**config.mk**
```make
export PLATFORM = sky130hd
export DESIGN_NAME = sle_encoder
export DESIGN_NICKNAME = d
export VERILOG_FILES = /design/src/sle_pkg.sv /design/src/sle_encoder.sv
export SDC_FILE = /design/constraint.sdc
export NUM_CORES = 1
export LEC_CHECK = 0
export ABC_AREA = 1
export BUFFER_PORTS_ARGS = -buffer_cell sky130_fd_sc_hd__clkbuf_2
export CORE_ASPECT_RATIO = 1.1
export CORE_MARGIN = 2
export CORE_UTILIZATION = 50
export DETAILED_ROUTE_END_ITERATION = 8
export PLACE_DENSITY = 0.85
export SETUP_SLACK_MARGIN = 0.15
export SKIP_CTS_REPAIR_TIMING = 1
export SYNTH_ARGS = -nofsm -noshare
export SYNTH_HDL_FRONTEND = slang
export SYNTH_SLANG_ARGS = --single-unit
```
**constraint.sdc**
```tcl
create_clock -name clk -period 3.38 [get_ports clk]
set_clock_uncertainty 0.05 [all_clocks]
set_input_delay 0.338 -clock clk [delete_from_list [all_inputs] [get_ports clk]]
set_output_delay 0.338 -clock clk [all_outputs]
set_load 0.05 [all_outputs]
```
**src/sle_pkg.sv**
```systemverilog
// Shared types and constants for the front-panel indicator encoder.
// Assumes a single 200 MHz system clock; no bus, all controls are plain ports.
package sle_pkg;

	// Indicator drive: two colour bits, yellow is red plus green
	typedef struct packed {
		logic red;
		logic green;
	} sle_led_type;

	localparam sle_led_type LED_OFF = 2'h0;
	localparam sle_led_type LED_GREEN = 2'h1;
	localparam sle_led_type LED_RED = 2'h2;
	localparam sle_led_type LED_YELLOW = 2'h3;

	// Source-priority setting encodings
	typedef enum logic [1:0] {
		SLE_MODE_AB = 2'h0,
		SLE_MODE_BA = 2'h1,
		SLE_MODE_A = 2'h2,
		SLE_MODE_B = 2'h3
	} sle_mode_type;

	// Selected input encodings
	typedef enum logic [1:0] {
		SLE_SEL_NONE = 2'h0,
		SLE_SEL_A = 2'h1,
		SLE_SEL_B = 2'h2
	} sle_sel_type;

	// Per-input status carried together
	typedef struct packed {
		logic present;
		logic dis_enable;
		logic dis_assert;
	} sle_input_type;

	// Power supply status carried together
	typedef struct packed {
		logic good;
		logic redundant_fitted;
		logic one_failed;
	} sle_power_type;

	// Blink timing: half period of the flash in nanoseconds
	localparam int BLINK_HALF_NS = 250000000;
	localparam int CLK_PERIOD_NS = 5;
	localparam int BLINK_HALF_CYCLES = BLINK_HALF_NS / CLK_PERIOD_NS;
	localparam logic BLINK_RESET = 1'h0;

endpackage : sle_pkg

```
**src/sle_encoder.sv**
```systemverilog
// Front-panel indicator encoder: power, two inputs, N outputs, alarm.
// Assumes all status inputs are synchronous to clk and drive LED drivers directly.
//
// Function
// - Power indicator green while supply health reports good.
// - Power indicator red when one of a redundant supply pair failed.
// - Power indicator off when no redundant supply is fitted.
// - Input indicator steady green while that input is selected.
// - Steady red when input required but signal absent.
// - Flashing red when required and its enabled disable pin is asserted.
// - Steady yellow when present but another source or none selected.
// - Flashing yellow when present, not required, disable enabled and asserted.
// - Off when signal absent and not required.
// - Required flags derive from setting; single-source A leaves B not required.
// - Output indicator green while output present and healthy.
// - Output indicator red when absent, shorted or driver failed.
// - Alarm indicator green while no alarm bit active.
// - Alarm indicator red whenever any alarm bit active.
// - Setting is AB, BA, A only or B only; single-source has no secondary.
// - Input fault is lost presence or enabled disable pin high.
`timescale 1ns/1ps
module sle_encoder
	import sle_pkg::*;
#(
	parameter int NUM_OUTPUTS = 10,
	parameter int NUM_ALARMS = 16,
	parameter int BLINK_CYCLES = BLINK_HALF_CYCLES
) (
	// Clock and reset
	input wire logic clk,
	input wire logic reset,
	// Configuration
	input wire sle_mode_type mode,
	input wire sle_sel_type selected,
	// Status inputs
	input wire sle_power_type power,
	input wire sle_input_type in_a,
	input wire sle_input_type in_b,
	input wire logic [NUM_OUTPUTS-1:0] out_present,
	input wire logic [NUM_OUTPUTS-1:0] out_shorted,
	input wire logic [NUM_OUTPUTS-1:0] out_driver_fail,
	input wire logic [NUM_ALARMS-1:0] alarm_bits,
	// Indicator drives
	output sle_led_type led_power,
	output sle_led_type led_in_a,
	output sle_led_type led_in_b,
	output sle_led_type [NUM_OUTPUTS-1:0] led_out,
	output sle_led_type led_alarm,
	// Input fault flags, useful to the switching logic
	output logic fault_a,
	output logic fault_b
);

	localparam int CW = $clog2(BLINK_CYCLES + 1);

	// Elaboration check: the divider needs two counts per half period,
	// and every lamp group at least one member
	if (NUM_OUTPUTS < 1 || NUM_ALARMS < 1 || BLINK_CYCLES < 2) begin : bad_params
		$error("sle_encoder: parameter out of range");
	end

	typedef struct packed {
		logic [CW-1:0] count;
		logic blink;
		sle_led_type power;
		sle_led_type in_a;
		sle_led_type in_b;
		sle_led_type [NUM_OUTPUTS-1:0] outs;
		sle_led_type alarm;
		logic fault_a;
		logic fault_b;
	} sle_state_type;

	sle_state_type state;
	sle_state_type next_state;

	// Required-presence flags per setting
	function automatic logic required(input sle_mode_type m, input logic is_b);
		case (m)
			SLE_MODE_A: required = !is_b;
			SLE_MODE_B: required = is_b;
			default: required = 1'b1;
		endcase
	endfunction : required

	// Fault: lost presence or enabled disable pin asserted
	function automatic logic in_fault(input sle_input_type s);
		in_fault = !s.present || (s.dis_enable && s.dis_assert);
	endfunction : in_fault

	// Colour of one input indicator; flashes use the shared blink phase
	function automatic sle_led_type in_colour(input sle_input_type s, input logic req,
		input logic sel, input logic blink);
		logic dis;
		dis = s.dis_enable && s.dis_assert;
		if (req && dis) begin
			in_colour = blink ? LED_RED : LED_OFF;
		end else if (s.present && !req && dis) begin
			in_colour = blink ? LED_YELLOW : LED_OFF;
		end else if (sel) begin
			in_colour = LED_GREEN;
		end else if (req && !s.present) begin
			in_colour = LED_RED;
		end else if (s.present) begin
			in_colour = LED_YELLOW;
		end else begin
			in_colour = LED_OFF;
		end
	endfunction : in_colour

	// Next-state logic: blink divider and all indicator colours
	always_comb begin
		next_state = state;
		// One divider for every flashing indicator keeps them in phase
		if (state.count >= CW'(BLINK_CYCLES - 1)) begin
			next_state.count = '0;
			next_state.blink = !state.blink;
		end else begin
			next_state.count = state.count + CW'(1);
		end
		// Power: missing redundant supply overrides, then failure, then good
		if (!power.redundant_fitted) begin
			next_state.power = LED_OFF;
		end else if (power.one_failed) begin
			next_state.power = LED_RED;
		end else if (power.good) begin
			next_state.power = LED_GREEN;
		end else begin
			next_state.power = LED_RED;
		end
		// Input lamps share one decoder so A and B cannot drift apart
		next_state.in_a = in_colour(in_a, required(mode, 1'b0),
			selected == SLE_SEL_A, state.blink);
		next_state.in_b = in_colour(in_b, required(mode, 1'b1),
			selected == SLE_SEL_B, state.blink);
		// Fault flags feed the switching logic; registered like the lamps
		next_state.fault_a = in_fault(in_a);
		next_state.fault_b = in_fault(in_b);
		// Output lamps: any one fault turns the lamp red
		for (int i = 0; i < NUM_OUTPUTS; i++) begin
			if (out_present[i] && !out_shorted[i] && !out_driver_fail[i]) begin
				next_state.outs[i] = LED_GREEN;
			end else begin
				next_state.outs[i] = LED_RED;
			end
		end
		// Alarm lamp only summarises; the details stay in the alarm bits
		next_state.alarm = (|alarm_bits) ? LED_RED : LED_GREEN;
	end

	// State register; indicators reset dark
	// Synchronous reset only, so nothing reaches the lamps without the clock
	always_ff @(posedge clk) begin
		if (reset) begin
			state <= '0;
		end else begin
			state <= next_state;
		end
	end

	// Outputs straight from flip-flops
	assign led_power = state.power;
	assign led_in_a = state.in_a;
	assign led_in_b = state.in_b;
	assign led_out = state.outs;
	assign led_alarm = state.alarm;
	assign fault_a = state.fault_a;
	assign fault_b = state.fault_b;

	// Check terms taken from the pins, apart from the next-state logic
	logic chk_dis_a;
	logic chk_dis_b;
	logic chk_req_a;
	logic chk_req_b;
	assign chk_dis_a = in_a.dis_enable && in_a.dis_assert;
	assign chk_dis_b = in_b.dis_enable && in_b.dis_assert;
	assign chk_req_a = mode != SLE_MODE_B;
	assign chk_req_b = mode != SLE_MODE_A;

	// Assertions
	power_green_a: assert property (@(posedge clk) disable iff (reset)
		power.redundant_fitted && !power.one_failed && power.good |=> led_power == LED_GREEN)
		else $error("power not green when good");
	power_red_a: assert property (@(posedge clk) disable iff (reset)
		power.redundant_fitted && power.one_failed |=> led_power == LED_RED)
		else $error("power not red on supply failure");
	power_off_a: assert property (@(posedge clk) disable iff (reset)
		!power.redundant_fitted |=> led_power == LED_OFF)
		else $error("power not off without redundant supply");
	sel_green_a: assert property (@(posedge clk) disable iff (reset)
		selected == SLE_SEL_A && !(in_a.dis_enable && in_a.dis_assert)
		|=> led_in_a == LED_GREEN)
		else $error("selected input not green");
	req_red_a: assert property (@(posedge clk) disable iff (reset)
		mode != SLE_MODE_B && !in_a.present && selected != SLE_SEL_A
		&& !(in_a.dis_enable && in_a.dis_assert) |=> led_in_a == LED_RED)
		else $error("required absent input not red");
	b_not_req_a: assert property (@(posedge clk) disable iff (reset)
		mode == SLE_MODE_A && !in_b.present && selected != SLE_SEL_B
		|=> led_in_b == LED_OFF)
		else $error("input b lit while not required");
	out_led_a: assert property (@(posedge clk) disable iff (reset)
		out_shorted[0] |=> led_out[0] == LED_RED)
		else $error("shorted output not red");
	alarm_led_a: assert property (@(posedge clk) disable iff (reset)
		(|alarm_bits) |=> led_alarm == LED_RED)
		else $error("alarm indicator not red");
	alarm_clear_a: assert property (@(posedge clk) disable iff (reset)
		alarm_bits == '0 |=> led_alarm == LED_GREEN)
		else $error("alarm indicator not green");
	b_sel_green_a: assert property (@(posedge clk) disable iff (reset)
		selected == SLE_SEL_B && !chk_dis_b |=> led_in_b == LED_GREEN)
		else $error("selected input b not green");
	b_req_red_a: assert property (@(posedge clk) disable iff (reset)
		chk_req_b && !in_b.present && selected != SLE_SEL_B && !chk_dis_b
		|=> led_in_b == LED_RED)
		else $error("required absent input b not red");
	present_yellow_a: assert property (@(posedge clk) disable iff (reset)
		in_a.present && selected != SLE_SEL_A && !chk_dis_a |=> led_in_a == LED_YELLOW)
		else $error("present unselected input a not yellow");
	b_present_yellow_a: assert property (@(posedge clk) disable iff (reset)
		in_b.present && selected != SLE_SEL_B && !chk_dis_b |=> led_in_b == LED_YELLOW)
		else $error("present unselected input b not yellow");
	a_not_req_a: assert property (@(posedge clk) disable iff (reset)
		mode == SLE_MODE_B && !in_a.present && selected != SLE_SEL_A
		|=> led_in_a == LED_OFF)
		else $error("input a lit while not required");

	// Flashing states override selection and presence
	flash_red_a: assert property (@(posedge clk) disable iff (reset)
		chk_req_a && chk_dis_a |=> led_in_a == ($past(state.blink) ? LED_RED : LED_OFF))
		else $error("disabled required input a not flashing red");
	b_flash_red_a: assert property (@(posedge clk) disable iff (reset)
		chk_req_b && chk_dis_b |=> led_in_b == ($past(state.blink) ? LED_RED : LED_OFF))
		else $error("disabled required input b not flashing red");
	flash_yellow_a: assert property (@(posedge clk) disable iff (reset)
		in_b.present && !chk_req_b && chk_dis_b
		|=> led_in_b == ($past(state.blink) ? LED_YELLOW : LED_OFF))
		else $error("misconfigured input b not flashing yellow");
	a_flash_yellow_a: assert property (@(posedge clk) disable iff (reset)
		in_a.present && !chk_req_a && chk_dis_a
		|=> led_in_a == ($past(state.blink) ? LED_YELLOW : LED_OFF))
		else $error("misconfigured input a not flashing yellow");

	// Fault flags follow the pins with one cycle of latency
	fault_set_a: assert property (@(posedge clk) disable iff (reset)
		!in_a.present || chk_dis_a |=> fault_a)
		else $error("input a fault not flagged");
	fault_clear_a: assert property (@(posedge clk) disable iff (reset)
		in_a.present && !chk_dis_a |=> !fault_a)
		else $error("input a fault flagged without cause");
	b_fault_set_a: assert property (@(posedge clk) disable iff (reset)
		!in_b.present || chk_dis_b |=> fault_b)
		else $error("input b fault not flagged");
	b_fault_clear_a: assert property (@(posedge clk) disable iff (reset)
		in_b.present && !chk_dis_b |=> !fault_b)
		else $error("input b fault flagged without cause");

	// Supply fitted but not reporting good is treated as a failure
	power_bad_a: assert property (@(posedge clk) disable iff (reset)
		power.redundant_fitted && !power.one_failed && !power.good |=> led_power == LED_RED)
		else $error("power not red when not good");

	// Shared divider: flashing lamps stay in phase and start dark after reset
	flash_phase_a: assert property (@(posedge clk) disable iff (reset)
		chk_req_a && chk_dis_a && chk_req_b && chk_dis_b |=> led_in_a == led_in_b)
		else $error("flashing lamps out of phase");
	div_range_a: assert property (@(posedge clk) disable iff (reset)
		state.count < CW'(BLINK_CYCLES))
		else $error("blink divider out of range");
	blink_hold_a: assert property (@(posedge clk) disable iff (reset)
		state.count != CW'(BLINK_CYCLES - 1) |=> $stable(state.blink))
		else $error("blink phase moved early");
	blink_flip_a: assert property (@(posedge clk) disable iff (reset)
		state.count == CW'(BLINK_CYCLES - 1) |=> state.blink != $past(state.blink))
		else $error("blink phase did not toggle");
	blink_reset_a: assert property (@(posedge clk)
		reset |=> state.blink == BLINK_RESET && led_in_a == LED_OFF && led_power == LED_OFF)
		else $error("indicators not dark after reset");

	// Every output lamp follows its own health bits, lamp by lamp
	for (genvar g = 0; g < NUM_OUTPUTS; g++) begin : out_checks
		out_green_a: assert property (@(posedge clk) disable iff (reset)
			out_present[g] && !out_shorted[g] && !out_driver_fail[g]
			|=> led_out[g] == LED_GREEN)
			else $error("healthy output not green");
		out_red_a: assert property (@(posedge clk) disable iff (reset)
			!out_present[g] || out_shorted[g] || out_driver_fail[g]
			|=> led_out[g] == LED_RED)
			else $error("failed output not red");
	end

	// Any single alarm bit is enough to turn the alarm lamp red
	for (genvar g = 0; g < NUM_ALARMS; g++) begin : alarm_checks
		alarm_bit_a: assert property (@(posedge clk) disable iff (reset)
			alarm_bits[g] |=> led_alarm == LED_RED)
			else $error("alarm bit did not turn lamp red");
	end

endmodule : sle_encoder

```
==> impl_metrics.ini, run 1 <==
[status]
status = finished, final reports clean

[placement]
placedCellCount = 523
portBuffers = 90
place.gp.congestion = 0.875
hpwl_um = 4620
place_area_um2 = 3110

[floorplanning]
core_um2 = 5400
start_util_pct = 52.0
fp-row-count = 28
die-area_um2 = 6230
die_h_um = 82.6
dieWidth_um = 75.4
ioPinCount = 91

[worst_hold_path]
hold_path_class = in -> reg

[yosys]
synth_area_um2 = 2810
synth_top_area_share_pct = 40.7
synth_xor_area_share_pct = 4.68
ys_ff_latch = 57
synth_compound_area_share_pct = 2.18
yosys_warnings = 0
ys_seq_area_share_pct = 40.7
synth_cells = 391
synth_fa_ha_area_share_pct = 0.446
yosys.area.top_type = dfxtp_1
synth_top_family_by_area = simple AND/OR/NAND/NOR gates
avgSynthCellArea_um2 = 7.18
syn_nets = 453
synthMuxAreaShare_pct = 0
netlist_top_cells_area = dfxtp_1 41%, nand2_1 12%, nor2_1 9.8%
synth-simple-area-share_pct = 36.6
ys_types = 31

[power]
internal_power_mw = 1.09
total_leakage_power_nw = 1.57
p_clk_share_pct = 42.7
pwr_density_cell_nw_per_um2 = 454
combPwrFrac_pct = 10.8
irDropWorstVdd_mv = 0.212
switchingPower_uw = 412
p_sw_share_pct = 27.4
p_seq_share_pct = 46.6

[timing]
maxSlewViolCount = 0
finalSetupViolations = 0
rsz0062_at_grt = false
fmaxAchievable_mhz = 596
worst_hold_slack_ns = 0.118
slew_headroom_pct = 67.9
post-route-period-util_pct = 49.6
tightestPinTransition_ns = 0.481
period_needed_ns = 1.68
finalHoldViolCount = 0
setup-tns-final_ns = 0

[clock_tree]
clk_pin_slew_ns = 0.07
cts_tree = done
cts_root_buf = clkbuf_8
clk_latency_ns = 0.35
cts_buffers = 9
htreeDepth = 3
cts_buffer_depth = 2
cts_sinks = 57

[routing]
antenna_left = 0
vias = 2564
drtPass1Iterations = 4
drt_wl_total_um = 5960
vias_per_cell = 4.76
route.detailed.drc = 0
drt_iter0_markers = 65
wl_per_cell_um = 11.1

[final_layout]
fin_area_um2 = 3310
stdcell_count = 539
fin_nets = 521
layout_commonest_cell = nand2_1
final_cell_mix = 93 x nand2_1, 90 x clkbuf_2, 73 x nor2_1
syn_to_final_growth_pct = 17.9
diodes = 0
drive_gt1_share_pct = 28.9

[critical_path]
end_kind = register
cp.required_ns = 3.56
worstSetupPathType = reg -> reg
critPathMaxFanout = 26
critPathArrivalTime_ns = 1.85
startpoint_type = register

[grt]
grt_pass1_wl_um = 8780
overflow = 0
track_usage_pct = 18.8
grt_pass1_vias = 2168
grt_max_degree = 27
antenna_found_initial = 0

[flow_run]
maxCapViolCount = 0
[layer usage]
layer  GRT usage [%]  share of wire (%)
met2            33.2                 54
met1            19.4                 38
met3            5.58                5.0
met5               0                  0
met4            11.1                2.8
[final timing paths]
kind / slack (ns) / from / end / cells after the start
min: 0.12 / power[0] / led_power[0]$_SDFF_PP0_ / 2
max reg2reg: 1.70 / state[31]$_SDFF_PP0_ / state[44]$_SDFF_PP0_ / 10
min reg2reg: 0.41 / state[31]$_SDFF_PP0_ / state[31]$_SDFF_PP0_ / 1
max: 1.70 / state[31]$_SDFF_PP0_ / state[44]$_SDFF_PP0_ / 10
[worst max-delay path, stage by stage, from the launching register on]
cell	delay, ns
dfxtp_1	0.37
ha_1	0.24
nand2_1	0.08
nor2_2	0.12
nand3_1	0.08
nand2_1	0.08
inv_1	0.05
nor2_2	0.09
nor2_2	0.06
nand2_4	0.23
nor2_1	0.08
[sequential cells by signal, summed over array words and instances (netlist names)]
signal and count:
led_out 20, led_alarm 2, led_power 2, fault_b 1, state 27, fault_a 1
led_in_b 2, led_in_a 2
[cell families after synthesis]
family                   after synthesis
XOR/XNOR                              15
buffers and inverters                 83
adder cells (fa/ha/maj)                1
flip-flops                            57
AND/OR/NAND/NOR                      225
AO/OA/AOI/OAI                         10
[synthesized netlist by cell type]
library cell,number
nand3_2,1
and2_1,2
clkbuf_1,2
a21oi_1,3
a221oi_1,1
o21ai_0,3
o22ai_1,1
buf_4,28
buf_6,2
nand3b_1,4
nor4_1,6
nor2_4,2
dfxtp_1,57
nor3_1,5
or3b_2,10
inv_1,49
nand4_1,1
nor2_2,9
ha_1,1
nand3_1,14
nand2_4,2
nand2_1,93
xor2_1,5
o211ai_1,1
nor2_1,73
buf_1,1
nor3b_2,1
inv_2,1
o32ai_1,1
nand2_2,2
xnor2_1,10
[power by group through the flow]
stage               clock network (mW)  logic, mW  registers [mW]
finish                           0.641      0.162           0.700
global placement                     0      0.158           0.714
floorplan                            0      0.124           0.719
global route                     0.682      0.176           0.702
detailed placement                   0      0.162           0.715
CTS                              0.656      0.163           0.700
[stage by stage]
step           utilization [%]  setup WS (ns)  total power, mW
3_5_place_dp              57.6           1.71            0.878
5_1_grt                   61.3           1.48             1.56
6_report                  61.3           1.70             1.50
3_3_place_gp              57.6           1.77            0.873
2_1_floorplan                -           1.90            0.843
4_1_cts                   61.3           1.70             1.52
[layout make-up]
cell class	count	area [µm²]
Clock buffer	9	124
Clock inverter	7	78.8
Fill cell	504	2090
Inverter	50	188
Multi-Input combinational cell	251	1230
Sequential cell	57	1140
Tap cell	75	93.8
Timing Repair Buffer	90	450
Power figures use the tool's default switching activity.
==> run 2: changes to the inputs <==
==> constraint.sdc (replaced) <==
create_clock -name clk -period 1.65 [get_ports clk]
set_clock_uncertainty 0.05 [all_clocks]
set_input_delay 0.165 -clock clk [delete_from_list [all_inputs] [get_ports clk]]
set_output_delay 0.165 -clock clk [all_outputs]
set_load 0.05 [all_outputs]
==> run 2 against run 1 <==
- clock-buffer cell count up 1
- via count is 4.4% higher
- register-to-register slack worse by 1.6 ns
- sequential cell count stayed put
- worst setup slack got worse by 1.6 ns
- clock power grew 130%
- highest routed layer unchanged
- largest power group is now the clock network
- critical path depth shrank 1
- global-route usage up 1.3 points
- wire length increased by 15%
==> impl_metrics.ini, run 2 (same netlist as run 1, synthesis figures left out) <==
[final_layout]
fillCellCount = 458
top_register = state
syn_to_final_growth_pct = 27.2
final_core_util_pct = 66.2
largest_reg_flops = 27
drive_gt1_share_pct = 38.0
final_cell_mix = 90 x clkbuf_2, 88 x nand2_1, 58 x nor2_1
fin_nets = 533
diodes = 0
layout_commonest_cell = clkbuf_2

[placement]
portBuffers = 90
hpwl_um = 4690
place.gp.congestion = 0.910
preCtsSetupSlack_ns = -0.0301

[flow_run]
maxCapViolCount = 0

[routing]
wl_per_cell_um = 12.5
drt_iter0_markers = 139
vias_per_cell = 4.86
antenna_left = 0
drt_wl_total_um = 6870
route.detailed.drc = 0
drtPass1Iterations = 4
vias = 2677

[grt]
overflow = 0
grt_pass1_vias = 2406
grt_pass1_wl_um = 9490
antenna_found_initial = 0
track_usage_pct = 20.1
grt_max_degree = 27

[power]
irDropWorstVdd_mv = 0.499
switchingPower_uw = 845
p_clk_share_pct = 45.1
p_sw_share_pct = 25.8
p_seq_share_pct = 43.8
total_leakage_power_nw = 1.70
combPwrFrac_pct = 11.1
power_mw = 3.28
pwr_density_cell_nw_per_um2 = 919
internal_power_mw = 2.44

[critical_path]
crit_buf_inv = 1
startpoint_type = register
critPathArrivalTime_ns = 1.80
end_kind = register
critPathMaxFanout = 7
cpPeakStageDelay_ns = 0.34
crit_top_cell = nand2_1
crit_slowest_cell = dfxtp_1
worstSetupPathType = reg -> reg
cp.required_ns = 1.88
path_cells = nand2_1, nor2_1, nand2_1, nand2_1, inv_1, nand2_2, nor2_4, nand2_4, nor2_1
critPathTopFamily = simple AND/OR/NAND/NOR gates

[clock_tree]
htreeDepth = 3
cts_buffers = 9
cts_buffer_depth = 2
cts_root_buf = clkbuf_8
cts_sinks = 57
clk_latency_ns = 0.34
clk_pin_slew_ns = 0.07
cts_tree = done

[timing]
post-route-period-util_pct = 95.3
worst_hold_slack_ns = 0.0249
finalHoldViolCount = 0
fmaxAchievable_mhz = 636
maxSlewViolCount = 0
layout_setup_ws_ns = 0.0777
tightestPinTransition_ns = 0.469
period_needed_ns = 1.57
slew_headroom_pct = 68.7
finalSetupViolations = 0
rsz0062_at_grt = true
setup-tns-final_ns = 0

[floorplanning]
core_um2 = 5400
dieWidth_um = 75.4
fp-row-count = 28
die_h_um = 82.6
die-area_um2 = 6230
start_util_pct = 52.0
ioPinCount = 91

[status]
status = finished, final reports clean

[worst_hold_path]
hold_path_class = in -> reg
## run 2: cell types whose count changed in the layout (fill, tap and decap cells not counted), sizes merged
cell	delta
bufinv	+1
clkbuf	+1
inv	-1
clkinvlp	-2
buf	+7
clkinv	+1
dlygate4sd3	+2
nand2	+3
## run 2: final cells by class
class	instances	area, µm²	share of cell area (%)
flip-flops and latches	57	1160	32.5
clock inverters	6	90.1	2.52
well taps	75	93.8	2.63
clock buffers	10	138	3.86
repair buffers	99	523	14.7
inverters	50	188	5.26
multi-input cells	254	1380	38.6
## run 2: final timing paths
check | cells after the start | slack [ns] | endpoint | start
setup reg to reg | 9 | 0.08 | state[51]$_SDFF_PP0_ | state[52]$_SDFF_PP0_
hold / removal | 3 | 0.02 | led_out[8]$_SDFF_PP0_ | out_driver_fail[4]
hold reg to reg | 2 | 0.49 | state[44]$_SDFF_PP0_ | state[44]$_SDFF_PP0_
setup / recovery | 9 | 0.08 | state[51]$_SDFF_PP0_ | state[52]$_SDFF_PP0_
## run 2: through the flow
step / area, µm² / instances
final: 3570 / 551
after global routing: 3570 / 551
after CTS: 3370 / 544
after detailed placement: 3140 / 528
after global placement: 3140 / 528
after floorplan: 2810 / 391
## run 2: tightest hold or removal path, delay by kind of cell
kind                   cells  cell delay, ns
buffers and inverters      1            0.07
AND/OR/NAND/NOR            2            0.14
## run 2: layer usage
metal  track usage, %  vias up  share of wire (%)
met3             5.70       28                7.1
met1             20.2     1210                 35
met2             35.6      101                 54
li1                 -     1338                  -
met5                0        -                  0
met4             13.3        0                3.8
## run 2: power by group through the flow
stage / Sequential [mW] / Combinational [mW] / Clock, mW
after floorplan: 1.47 / 0.254 / 0
after global placement: 1.46 / 0.331 / 0
after detailed placement: 1.46 / 0.341 / 0
after CTS: 1.43 / 0.344 / 1.50
after global routing: 1.44 / 0.394 / 1.58
final: 1.44 / 0.364 / 1.48
